===== config.mk =====
export PLATFORM = sky130hd
export DESIGN_NAME = csp_protect
export DESIGN_NICKNAME = d
export VERILOG_FILES = /design/src/csp_protect.v /design/src/csp_seg_decode.v
export VERILOG_INCLUDE_DIRS = /design/src
export SDC_FILE = /design/constraint.sdc
export NUM_CORES = 1
export LEC_CHECK = 0
export BUFFER_PORTS_ARGS = -buffer_cell sky130_fd_sc_hd__buf_2
export CAP_MARGIN = 20
export CORE_MARGIN = 10
export CORE_UTILIZATION = 44
export CTS_CLUSTER_DIAMETER = 30
export CTS_CLUSTER_SIZE = 20
export DETAILED_ROUTE_END_ITERATION = 8
export PLACE_DENSITY = 0.64
export SETUP_SLACK_MARGIN = 0.1
export SYNTH_ARGS = -nofsm -noshare
export SYNTH_HDL_FRONTEND = slang
export SYNTH_HIERARCHICAL = 1
export SYNTH_SLANG_ARGS = --single-unit

===== constraint.sdc =====
create_clock -name hclk -period 5.58 [get_ports hclk]
set_clock_uncertainty 0.05 [all_clocks]
set_input_delay 0 -clock hclk [delete_from_list [all_inputs] [get_ports hclk]]
set_output_delay 0 -clock hclk [all_outputs]
set_load 0.03 [all_outputs]

===== src/csp_map.vh =====
// Address map, field layout and constants of the code segment protection block.
//
// What this block does
// - A program-flash write into the boot segment is refused while its write-protect field is 0 and let through while it is 1.
// - A boot size code whose two low bits are 11 defines no boot segment, whatever the top bit.
// - Boot size code 110 gives a standard-security 1K-word boot segment ending at 0x0007FE, and 010 gives the same span with high security.
// - Boot size code 101 gives a standard-security 4K-word boot segment ending at 0x001FFE, and 001 gives the same span with high security.
// - Boot size code 100 gives a standard-security 8K-word boot segment ending at 0x003FFE, and 000 gives the same span with high security.
// - The boot RAM size code gives no protected RAM for 11, 128 bytes for 10, 256 bytes for 01 and 1024 bytes for 00.
// - A program-flash write into the secure segment is refused while its write-protect field is 0 and let through while it is 1.
// - A secure size code whose two low bits are 11 defines no secure segment.
// - Secure size code 110 gives a standard-security segment from the end of the boot segment to 0x001FFE, and 010 the same with high security.
// - Secure size code 101 gives a standard-security segment from the end of the boot segment to 0x003FFE, and 001 the same with high security.
// - Secure size code 100 gives a standard-security segment from the end of the boot segment to 0x007FFE, and 000 the same with high security.
// - The secure RAM size code gives none for 11 and 256, 2048 or 4096 bytes for 10, 01 and 00, each less the boot RAM size.
// - The smallest-memory variant has no secure segment and no secure configuration fields.
`ifndef CSP_MAP_VH
`define CSP_MAP_VH

`define CSP_OFF_BOOT_CFG 8'h00
`define CSP_OFF_SEC_CFG 8'h04
`define CSP_OFF_STATUS 8'h08
`define CSP_OFF_BOOT_END 8'h0c
`define CSP_OFF_SEC_END 8'h10
`define CSP_OFF_RAM_SIZE 8'h14
`define CSP_OFF_REFUSE_CNT 8'h18
`define CSP_OFF_REFUSE_ADDR 8'h1c

`define CSP_CFG_WP 0
`define CSP_CFG_SIZE_LO 1
`define CSP_CFG_SIZE_HI 3
`define CSP_CFG_RAM_LO 4
`define CSP_CFG_RAM_HI 5
`define CSP_CFG_RESET 8'h3f
`define CSP_CFG_MASK 8'h3f

`define CSP_SIZE_NONE 2'b11
`define CSP_SIZE_SMALL 2'b10
`define CSP_SIZE_MID 2'b01
`define CSP_SIZE_LARGE 2'b00

`define CSP_BOOT_END_SMALL 24'h00_07fe
`define CSP_BOOT_END_MID 24'h00_1ffe
`define CSP_BOOT_END_LARGE 24'h00_3ffe
`define CSP_SEC_END_SMALL 24'h00_1ffe
`define CSP_SEC_END_MID 24'h00_3ffe
`define CSP_SEC_END_LARGE 24'h00_7ffe
`define CSP_BOOT_START 24'h00_0200
`define CSP_WORD_STEP 24'h00_0002

`define CSP_BRAM_SMALL 16'h0080
`define CSP_BRAM_MID 16'h0100
`define CSP_BRAM_LARGE 16'h0400
`define CSP_SRAM_SMALL 16'h0100
`define CSP_SRAM_MID 16'h0800
`define CSP_SRAM_LARGE 16'h1000

`define CSP_HTRANS_NONSEQ 2'b10
`define CSP_HSIZE_WORD 3'b010

`endif


===== src/csp_protect.v =====
// Code segment protection: configuration registers on AHB-Lite and flash write filtering.
//
// Design decisions made here: the address map and the AHB-Lite interface to the registers.
`default_nettype none

module csp_protect #(
  parameter AW = 24,
  parameter DW = 24,
  parameter HAS_SECURE = 1
) (
  input wire hclk,
  input wire hresetn,
  input wire hsel,
  input wire [31:0] haddr,
  input wire [1:0] htrans,
  input wire hwrite,
  input wire [2:0] hsize,
  input wire [31:0] hwdata,
  input wire hready,
  output reg hreadyout,
  output reg hresp,
  output reg [31:0] hrdata,
  input wire wr_req,
  input wire [AW-1:0] wr_addr,
  input wire [DW-1:0] wr_data,
  output reg flash_we,
  output reg [AW-1:0] flash_addr,
  output reg [DW-1:0] flash_data,
  output reg wr_refused,
  output reg boot_high_security,
  output reg secure_high_security,
  output reg [15:0] boot_ram_bytes,
  output reg [15:0] secure_ram_bytes
);

`include "csp_map.vh"

  // Protected RAM size for a code; the secure table is used when is_secure is set.
  function [15:0] ram_bytes;
    input [1:0] code;
    input is_secure;
    begin
      case (code)
        `CSP_SIZE_SMALL: ram_bytes = is_secure ? `CSP_SRAM_SMALL : `CSP_BRAM_SMALL;
        `CSP_SIZE_MID: ram_bytes = is_secure ? `CSP_SRAM_MID : `CSP_BRAM_MID;
        `CSP_SIZE_LARGE: ram_bytes = is_secure ? `CSP_SRAM_LARGE : `CSP_BRAM_LARGE;
        default: ram_bytes = 16'h0000;
      endcase
    end
  endfunction

  ////////////////////////////////////////////////////////////////////////////////
  // Bus slave: address phase capture.

  reg boot_cfg_q;
  reg [7:0] boot_cfg_r_q;
  reg [7:0] sec_cfg_q;
  reg [7:0] boot_cfg_d;
  reg [7:0] sec_cfg_d;
  reg wr_pend_q;
  reg [7:0] wr_off_q;
  reg [15:0] refuse_cnt_q;
  reg [15:0] refuse_cnt_d;
  reg [AW-1:0] refuse_addr_q;
  reg [31:0] rdata_d;

  wire access = hsel & hready & (htrans == `CSP_HTRANS_NONSEQ);
  wire [7:0] off = haddr[7:0];
  wire wr_data_phase = wr_pend_q;

  always @(posedge hclk or negedge hresetn) begin
    if (!hresetn) begin
      wr_pend_q <= 1'b0;
      wr_off_q <= 8'h00;
    end else begin
      wr_pend_q <= access & hwrite & (hsize == `CSP_HSIZE_WORD);
      wr_off_q <= off;
    end
  end

  ////////////////////////////////////////////////////////////////////////////////
  // Configuration registers; secure fields are absent on the smallest variant.

  always @* begin
    boot_cfg_d = boot_cfg_r_q;
    sec_cfg_d = sec_cfg_q;
    if (wr_data_phase && wr_off_q == `CSP_OFF_BOOT_CFG) begin
      boot_cfg_d = hwdata[7:0] & `CSP_CFG_MASK;
    end else if (wr_data_phase && wr_off_q == `CSP_OFF_SEC_CFG && HAS_SECURE != 0) begin
      sec_cfg_d = hwdata[7:0] & `CSP_CFG_MASK;
    end
    if (HAS_SECURE == 0) begin
      sec_cfg_d = `CSP_CFG_RESET;
    end
  end

  always @(posedge hclk or negedge hresetn) begin
    if (!hresetn) begin
      boot_cfg_r_q <= `CSP_CFG_RESET;
      sec_cfg_q <= `CSP_CFG_RESET;
      boot_cfg_q <= 1'b0;
    end else begin
      boot_cfg_r_q <= boot_cfg_d;
      sec_cfg_q <= sec_cfg_d;
      boot_cfg_q <= 1'b1;
    end
  end

  ////////////////////////////////////////////////////////////////////////////////
  // Segment decode.

  wire boot_def;
  wire boot_high;
  wire [AW-1:0] boot_end;
  wire sec_def_raw;
  wire sec_high;
  wire [AW-1:0] sec_end;

  csp_seg_decode #(
    .AW(AW),
    .END_SMALL(`CSP_BOOT_END_SMALL),
    .END_MID(`CSP_BOOT_END_MID),
    .END_LARGE(`CSP_BOOT_END_LARGE)
  ) u_boot_dec (
    .size_code(boot_cfg_r_q[`CSP_CFG_SIZE_HI:`CSP_CFG_SIZE_LO]),
    .defined(boot_def),
    .high_security(boot_high),
    .end_addr(boot_end)
  );

  csp_seg_decode #(
    .AW(AW),
    .END_SMALL(`CSP_SEC_END_SMALL),
    .END_MID(`CSP_SEC_END_MID),
    .END_LARGE(`CSP_SEC_END_LARGE)
  ) u_sec_dec (
    .size_code(sec_cfg_q[`CSP_CFG_SIZE_HI:`CSP_CFG_SIZE_LO]),
    .defined(sec_def_raw),
    .high_security(sec_high),
    .end_addr(sec_end)
  );

  wire sec_def = sec_def_raw & (HAS_SECURE != 0);
  // The secure segment starts one instruction word past the boot segment's end, or at CSP_BOOT_START when no boot segment is defined.
  wire [AW-1:0] sec_start = boot_def ? boot_end + `CSP_WORD_STEP : `CSP_BOOT_START;
  wire [15:0] bram = ram_bytes(boot_cfg_r_q[`CSP_CFG_RAM_HI:`CSP_CFG_RAM_LO], 1'b0);
  wire [15:0] sram_full = ram_bytes(sec_cfg_q[`CSP_CFG_RAM_HI:`CSP_CFG_RAM_LO], 1'b1);
  // Secure RAM is the table size less the boot RAM, never below zero.
  wire [15:0] sram = (!sec_def_raw && HAS_SECURE == 0) ? 16'h0000 :
                     (sram_full > bram) ? sram_full - bram : 16'h0000;

  ////////////////////////////////////////////////////////////////////////////////
  // Flash write filter, one cycle from request to flash strobe.

  wire in_boot = boot_def && wr_addr >= `CSP_BOOT_START && wr_addr <= boot_end;
  wire in_sec = sec_def && wr_addr >= sec_start && wr_addr <= sec_end;
  wire boot_lock = in_boot & ~boot_cfg_r_q[`CSP_CFG_WP];
  wire sec_lock = in_sec & ~sec_cfg_q[`CSP_CFG_WP];
  wire refuse = wr_req & (boot_lock | sec_lock);

  always @* begin
    refuse_cnt_d = refuse_cnt_q;
    if (wr_data_phase && wr_off_q == `CSP_OFF_REFUSE_CNT) begin
      refuse_cnt_d = 16'h0000;
    end
    // A refusal in the clearing cycle still counts.
    if (refuse && refuse_cnt_d != 16'hffff) begin
      refuse_cnt_d = refuse_cnt_d + 16'h0001;
    end
  end

  always @(posedge hclk or negedge hresetn) begin
    if (!hresetn) begin
      flash_we <= 1'b0;
      flash_addr <= {AW{1'b0}};
      flash_data <= {DW{1'b0}};
      wr_refused <= 1'b0;
      refuse_cnt_q <= 16'h0000;
      refuse_addr_q <= {AW{1'b0}};
      boot_high_security <= 1'b0;
      secure_high_security <= 1'b0;
      boot_ram_bytes <= 16'h0000;
      secure_ram_bytes <= 16'h0000;
    end else begin
      flash_we <= wr_req & ~refuse;
      if (wr_req && !refuse) begin
        flash_addr <= wr_addr;
        flash_data <= wr_data;
      end
      wr_refused <= refuse;
      refuse_cnt_q <= refuse_cnt_d;
      if (refuse) begin
        refuse_addr_q <= wr_addr;
      end
      boot_high_security <= boot_def & boot_high;
      secure_high_security <= sec_def & sec_high;
      boot_ram_bytes <= bram;
      secure_ram_bytes <= sram;
    end
  end

  ////////////////////////////////////////////////////////////////////////////////
  // Read data, taken from the next values so a just-written word reads back.

  always @* begin
    rdata_d = 32'h0000_0000;
    if (off == `CSP_OFF_BOOT_CFG) begin
      rdata_d[7:0] = boot_cfg_d;
    end else if (off == `CSP_OFF_SEC_CFG) begin
      rdata_d[7:0] = (HAS_SECURE != 0) ? sec_cfg_d : 8'h00;
    end else if (off == `CSP_OFF_STATUS) begin
      rdata_d[3:0] = {sec_def & sec_high, sec_def, boot_def & boot_high, boot_def};
    end else if (off == `CSP_OFF_BOOT_END) begin
      rdata_d[AW-1:0] = boot_end;
    end else if (off == `CSP_OFF_SEC_END) begin
      rdata_d[AW-1:0] = sec_def ? sec_end : {AW{1'b0}};
    end else if (off == `CSP_OFF_RAM_SIZE) begin
      rdata_d = {sram, bram};
    end else if (off == `CSP_OFF_REFUSE_CNT) begin
      rdata_d[15:0] = refuse_cnt_d;
    end else if (off == `CSP_OFF_REFUSE_ADDR) begin
      rdata_d[AW-1:0] = refuse_addr_q;
    end
  end

  always @(posedge hclk or negedge hresetn) begin
    if (!hresetn) begin
      hrdata <= 32'h0000_0000;
      hreadyout <= 1'b0;
      hresp <= 1'b0;
    end else begin
      hreadyout <= boot_cfg_q;
      hresp <= 1'b0;
      if (access && !hwrite) begin
        hrdata <= rdata_d;
      end
    end
  end

endmodule // csp_protect

`default_nettype wire


===== src/csp_seg_decode.v =====
// Decoder from a segment size code to segment presence, security level and end address.
`default_nettype none

module csp_seg_decode #(
  parameter AW = 24,
  parameter [AW-1:0] END_SMALL = {AW{1'b0}},
  parameter [AW-1:0] END_MID = {AW{1'b0}},
  parameter [AW-1:0] END_LARGE = {AW{1'b0}}
) (
  input wire [2:0] size_code,
  output reg defined,
  output reg high_security,
  output reg [AW-1:0] end_addr
);

`include "csp_map.vh"

  // The top bit picks standard (1) or high (0) security; the low bits pick the span.
  always @* begin
    defined = 1'b1;
    high_security = ~size_code[2];
    end_addr = END_LARGE;
    case (size_code[1:0])
      `CSP_SIZE_NONE: begin
        defined = 1'b0;
        high_security = 1'b0;
        end_addr = {AW{1'b0}};
      end
      `CSP_SIZE_SMALL: begin
        end_addr = END_SMALL;
      end
      `CSP_SIZE_MID: begin
        end_addr = END_MID;
      end
      default: begin
        end_addr = END_LARGE;
      end
    endcase
  end

endmodule // csp_seg_decode

`default_nettype wire


==> flow_summary.yaml, run 1 <==
worst_setup_path:
  start_kind: "flop"
  r2r_start: "boot_cfg_r_q[2]$_DFF_PN1_"
  crit_path_top_delay_cell: "nor2_1"
  crit_type: "reg -> reg"
  rrSetupSlack_ns: 0.98
  r2r_cells: 17
  critPathMaxStageDelay_ns: 0.55
  endpoint_kind: "flop"
  timing.rr.end: "flash_addr[19]$_DFFE_PN0P_"
  cp_cell_sequence: "nand2_2 -> ha_1 -> nand2_1 -> nor2_1 -> nand3_1 -> xnor2_1 -> and2_1 -> ha_1 -> nand3_1 -> a21boi_0 -> o21ai_0 -> o211ai_1 -> a31oi_1 -> o22a_1 -> and2_2 -> buf_12 -> mux2_2"
  required_ns: 5.85
  cp_max_fo: 49
  cp_data_arrival_time_ns: 4.87
timing:
  min_period_ns: 4.60
  rsz0062_at_grt: "false"
  drv_slew: 0
  maxSlewHeadroom_pct: 29.4
  finalCritPeriodShare_pct: 82.5
  setup_violations: 0
  tns_ns: 0
  hold_slack_ns: 0.0551
  worst_pin_slew_ns: 1.06
  fmax_mhz: 217
  hold_violations: 0
outcome:
  outcome: "finished, final reports clean"
global_route:
  grt_antenna_before_repair: 0
  grtUsageTotal_pct: 19.1
  grt-ovfl-total: 0
  grt_start_max_net_pins: 109
  grt_pass1_wl_mm: 44.6
  grt_pass1_vias: 8280
final_layout:
  n_antenna_cell: 0
  stdcell_count: 1539
  drive_above_1_share_pct: 24.1
  final_core_util_pct: 54.7
  n_fill_cell: 1969
  nets: 1447
  area_growth_pct: 21.2
synth:
  ys_top_cells_by_area: "dfrtp_1 38%, ha_1 9.6%, mux2_2 7.1%"
  synth_seq_cells: 163
  ys_seq_area_share_pct: 41.4
  synth-edff-count: 0
  avgSynthCellArea_um2: 9.55
  synthCells: 1037
  yosysWarnings: 6
  syn_area_um2: 9900
  synth_ff_type: "dfrtp_1"
  synth_top_area_share_pct: 38.2
  yosysUniqueCellTypes: 67
  synth_largest_area_cell: "dfrtp_1"
  ys_async_sr_fraction_pct: 100
die:
  die_width_um: 170
  initial_core_util_pct: 45.1
  dieArea_um2: 28900
  die_h_um: 170
  num_rows: 54
  io_pins: 241
  coreArea_um2: 22000
power:
  cellLeakagePower_nw: 5.86
  powerDensity_nw_per_um2: 288
  peakVddDrop_mv: 0.208
  p_total_mw: 3.46
min_path:
  holdPathStages: 4
  hp-class: "in -> reg"
  hold_path_end: "hrdata[0]$_DFFE_PN0P_"
  hp-start: "hwrite"
job:
  cap_viol_max_count: 0
detailed_routing:
  via_per_inst: 5.41
  wl_mm: 27.7
  post_drt_wl_per_cell_um: 18.0
  vias: 8322
  drtAntennaViolNets: 0
  first_pass_iters: 8
  drt_iter0_drc: 698
  drc: 0
place:
  portBuffers: 169
  hpwl_mm: 20.1
  placedCellCount: 1439
  place_congestion: 0.869
clocking:
  post_cts_buffers: 0
  clock_path_buffers: 2
  clkSinkCount: 163
  cts_max_level: 4
  clkTransAtPathRegs_ns: 0.07
  cts_root_buffer: "clkbuf_16"
  cts_buffers: 17
  cts_tree: "yes"
  worstSkewPairLatency_ns: 0.43
[timing repair]
action,in CTS,in global routing
gates resized for setup,0,0
hold buffers,67,0
endpoints found under the hold margin,199,0
[cells in the final DEF, fill, tap and decap left out, types with 43 or more instances in the layout]
master / netlist / final
inv_1: 59 / 59
conb_1: 4 / 43
buf_2: 2 / 168
ha_1: 76 / 76
dlygate4sd3_1: 0 / 67
dfrtp_1: 151 / 151
a21oi_1: 44 / 44
nand2_1: 159 / 158
nor2_1: 53 / 52
mux2_2: 62 / 62
[logic make-up (layout without fill, tap and decap cells)]
logic type,after synthesis,count (layout),share of synthesized area [%]
buffers and inverters,159,342,8.67
other,4,43,0.152
adders and majority gates,78,78,10.0
AOI/OAI and AO/OA,180,180,12.4
muxes,62,62,7.05
and+or+nand+nor,360,360,17.6
xor gates and xnor gates,31,31,2.74
DFF,163,163,41.4
[power by group]
group | switching [mW] | leakage [nW] | total [mW] | internal (mW)
clock | 0.536 | 0.282 | 1.18 | 0.639
combinational | 0.537 | 3.54 | 0.853 | 0.316
sequential | 0.0882 | 2.03 | 1.43 | 1.34
[metrics by stage]
step | instance area (µm²) | setup WS (ns)
after floorplan | 10000 | 1.56
after global placement | 10700 | 1.06
after detailed placement | 10700 | 0.972
after CTS | 12000 | 0.967
after global routing | 12000 | 0.676
final | 12000 | 0.975
[final cells by class]
class / count / area, µm² / share of cell area (%)
multi-input cells: 754 / 5100 / 42.5
repair buffers: 251 / 1650 / 13.8
well taps: 280 / 350 / 2.92
flip-flops and latches: 163 / 4090 / 34.1
inverters: 59 / 221 / 1.85
clock inverters: 14 / 139 / 1.16
clock buffers: 18 / 439 / 3.66
[worst max-delay path: cells and delay by family (launching register included)]
| kind | cells | cell delay, ns |
|---|---|---|
| AND/OR/NAND/NOR | 7 | 1.59 |
| adder cells (fa/ha/maj) | 2 | 0.57 |
| multiplexers | 1 | 0.38 |
| flip-flops | 1 | 0.41 |
| buffers and inverters | 1 | 0.24 |
| XOR/XNOR | 1 | 0.16 |
| AO/OA/AOI/OAI | 5 | 1.03 |
[cells in the mapped netlist, types with 4 or more instances]
cell and count:
a211oi_1 4, a21boi_0 6, a21o_1 8, a21oi_1 44
a221o_1 5, a221oi_1 9, a222oi_1 13, a22oi_1 5
a31oi_1 7, and2_1 13, and3_1 10, and4_1 7
buf_1 4, buf_4 65, clkbuf_1 27, conb_1 4
dfrtp_1 151, dfstp_2 12, ha_1 76, inv_1 59
mux2_2 62, nand2_1 159, nand2b_1 7, nand3_1 30
nand4_1 28, nor2_1 53, nor2b_1 5, nor3_1 18
nor3b_1 4, nor4_1 6, o211ai_1 4, o21a_1 7
o21ai_0 36, o22ai_1 7, or3_1 4, xnor2_1 20
xor2_1 11
[flip-flops by register name (all words and copies together) (netlist names)]
name	count
hrdata	32
flash_addr	24
flash_data	24
refuse_addr_q	24
refuse_cnt_q	16
secure_ram_bytes	9
boot_cfg_r_q	8
sec_cfg_q	8
wr_off_q	8
boot_ram_bytes	3
boot_cfg_q	1
boot_high_security	1
flash_we	1
hreadyout	1
secure_high_security	1
wr_data_phase	1
wr_refused	1
[worst max-delay path by stage]
stage	start	end	cells after the start
3_5_place_dp	boot_cfg_r_q[2]$_DFF_PN1_	flash_addr[19]$_DFFE_PN0P_	17
2_1_floorplan	boot_cfg_r_q[2]$_DFF_PN1_	flash_addr[14]$_DFFE_PN0P_	20
5_1_grt	boot_cfg_r_q[2]$_DFF_PN1_	refuse_addr_q[5]$_DFFE_PN0P_	19
3_3_place_gp	boot_cfg_r_q[1]$_DFF_PN1_	flash_addr[20]$_DFFE_PN0P_	17
6_report	boot_cfg_r_q[2]$_DFF_PN1_	flash_addr[19]$_DFFE_PN0P_	17
4_1_cts	boot_cfg_r_q[2]$_DFF_PN1_	flash_addr[12]$_DFFE_PN0P_	17
[per-layer routing]
| layer | track usage [%] | up-vias | wire length, µm |
|---|---|---|---|
| met2 | 31.1 | 285 | 13000 |
| met4 | 3.81 | 0 | 291 |
| li1 | - | 3991 | - |
| met5 | 0 | - | 0 |
| met1 | 25.5 | 4023 | 12500 |
| met3 | 4.42 | 23 | 1940 |
Power figures use the tool's default switching activity.
==> run 2: changes to the inputs <==
--- a/config.mk
+++ b/config.mk
@@ -13,7 +13,7 @@
 export CTS_CLUSTER_DIAMETER = 30
 export CTS_CLUSTER_SIZE = 20
 export DETAILED_ROUTE_END_ITERATION = 8
-export PLACE_DENSITY = 0.64
+export PLACE_DENSITY = 0.66
 export SETUP_SLACK_MARGIN = 0.1
 export SYNTH_ARGS = -nofsm -noshare
 export SYNTH_HDL_FRONTEND = slang
==> constraint.sdc (replaced) <==
create_clock -name hclk -period 4.2 [get_ports hclk]
set_clock_uncertainty 0.05 [all_clocks]
set_input_delay 0 -clock hclk [delete_from_list [all_inputs] [get_ports hclk]]
set_output_delay 0 -clock hclk [all_outputs]
set_load 0.03 [all_outputs]
==> run 2 against run 1 <==
Worst hold slack got worse by 0.025 ns. Global-route usage down 0.12 points. Via count up 1.3%. Maximum frequency up 21%. Count of clock-buffer cells in the layout is the same. Clock power is 42% higher.
==> flow_summary.yaml, run 2 (synthesis results as in run 1) <==
outcome:
  outcome: "finished, final reports clean"
power:
  cellLeakagePower_nw: 5.92
  peakVddDrop_mv: 0.273
  p_total_mw: 4.72
  powerDensity_nw_per_um2: 388
die:
  die_width_um: 170
  coreArea_um2: 22000
  dieArea_um2: 28900
  io_pins: 241
  initial_core_util_pct: 45.1
  die_h_um: 170
  num_rows: 54
clocking:
  worstSkewPairLatency_ns: 0.43
  cts_buffers: 17
  clkTransAtPathRegs_ns: 0.07
  clkSinkCount: 163
  clock_path_buffers: 2
  cts_tree: "yes"
  cts_max_level: 4
  cts_root_buffer: "clkbuf_16"
  post_cts_buffers: 0
worst_setup_path:
  critPathMaxStageDelay_ns: 0.42
  cp_cell_sequence: "inv_1 -> inv_1 -> nor3_2 -> nand3_1 -> xnor2_1 -> nand2_1 -> ha_1 -> and4_1 -> nand3_1 -> o211ai_1 -> a31oi_1 -> o22a_1 -> buf_4 -> or3_1 -> xor2_1 -> o21a_1"
  r2r_cells: 16
  cp_max_fo: 7
  start_kind: "flop"
  cp_data_arrival_time_ns: 4.08
  rrSetupSlack_ns: 0.39
  required_ns: 4.47
  endpoint_kind: "flop"
  cp_num_buf_inv: 3
  crit_type: "reg -> reg"
  timing.rr.end: "hrdata[3]$_DFFE_PN0P_"
  cpLargestDelayFamily: "simple AND/OR/NAND/NOR gates"
  crit_path_top_delay_cell: "dfstp_2"
  r2r_start: "boot_cfg_r_q[2]$_DFF_PN1_"
detailed_routing:
  first_pass_iters: 6
  via_per_inst: 5.44
  drt_iter0_drc: 647
  drc: 0
  post_drt_wl_per_cell_um: 17.9
  drtAntennaViolNets: 0
  wl_mm: 27.8
  vias: 8430
timing:
  fin_ws_ns: 0.389
  hold_violations: 0
  tns_ns: 0
  worst_pin_slew_ns: 0.864
  min_period_ns: 3.81
  drv_slew: 0
  maxSlewHeadroom_pct: 42.4
  finalCritPeriodShare_pct: 90.7
  setup_violations: 0
  rsz0062_at_grt: "false"
  fmax_mhz: 262
final_layout:
  design_area_um2: 12200
  largest_reg_flops: 32
  ff_latch_area_um2: 4090
  largest-register: "hrdata"
  multi_input_area_um2: 5130
  final_cell_mix: "168 x buf_2, 158 x nand2_1, 151 x dfrtp_1"
  area_growth_pct: 22.9
  final_common_cell: "buf_2"
  drive_above_1_share_pct: 24.9
  nets: 1457
  n_fill_cell: 1937
place:
  place_congestion: 0.888
  dp_slack_ns: 0.217
  portBuffers: 169
  hpwl_mm: 20.1
  placed_cell_area_um2: 10800
global_route:
  grt_start_max_net_pins: 91
  grt-ovfl-total: 0
  grt_pass1_wl_mm: 44.5
  grt_pass1_vias: 8249
  grtUsageTotal_pct: 19.0
  grt_antenna_before_repair: 2
min_path:
  hp-class: "in -> reg"
  holdPathStages: 4
  hp-start: "hwrite"
  hold_path_end: "hrdata[0]$_DFFE_PN0P_"
job:
  cap_viol_max_count: 0
run 2: changes by cell type in the layout (fill, tap and decap cells not counted), sizes merged:
cell / change
buf: +11
bufinv: +2
diode: +2
clkinv: -1
dlymetal6s2s: -1
inv: -1
run 2: area by class of cell:
type / instances / area share [%]
clock inverters: 14 / 1.58
flip-flops and latches: 163 / 33.6
well taps: 280 / 2.88
multi-input cells: 754 / 42.2
diodes: 2 / 0.0411
clock buffers: 18 / 3.61
inverters: 59 / 1.82
repair buffers: 261 / 14.3
run 2: per-stage QoR:
step / hold WS (ns) / cells / util (%)
final: 0.0299 / 1551 / 55.4
after global placement: 0.0706 / 1450 / 49.3
after global routing: 0.0683 / 1551 / 55.4
after CTS: 0.0186 / 1549 / 55.3
after detailed placement: 0.0733 / 1450 / 49.3
after floorplan: -0.346 / 1076 / -
run 2: per-layer routing:
layer  wire (µm)  part of all wire (%)  vias up  GRT usage (%)
met5           0                     0        -              0
met4         516                   1.9        0           5.49
met3        1770                   6.4       35           3.73
met2       13200                    47      294           30.8
met1       12300                    44     4082           25.2
li1            -                     -     4019              -
run 2: where the power goes:
| group | switching (mW) | internal (mW) |
|---|---|---|
| logic | 0.718 | 0.431 |
| clock network | 0.700 | 0.972 |
| registers | 0.116 | 1.78 |
run 2: worst max-delay path by stage:
stage,startpoint,to,cells past startpoint
final,boot_cfg_r_q[2]$_DFF_PN1_,hrdata[3]$_DFFE_PN0P_,16
after global routing,boot_cfg_r_q[2]$_DFF_PN1_,hrdata[3]$_DFFE_PN0P_,17
after CTS,boot_cfg_r_q[1]$_DFF_PN1_,hrdata[3]$_DFFE_PN0P_,17
after detailed placement,boot_cfg_r_q[1]$_DFF_PN1_,hrdata[3]$_DFFE_PN0P_,17
after global placement,boot_cfg_r_q[1]$_DFF_PN1_,hrdata[3]$_DFFE_PN0P_,17
after floorplan,boot_cfg_r_q[2]$_DFF_PN1_,flash_addr[14]$_DFFE_PN0P_,20
run 2: repair_timing:
action / in CTS / in global routing
hold buffers: 67 / 0
gates resized for setup: 0 / 5
hold endpoints to repair: 177 / 0
endpoints found under the setup margin: 0 / 94
run 2: tightest hold or removal path: cells and delay by family:
kind	cells	cell delay, ns
simple gates	2	0.27
buf+inv	1	0.09
compound gates	1	0.09
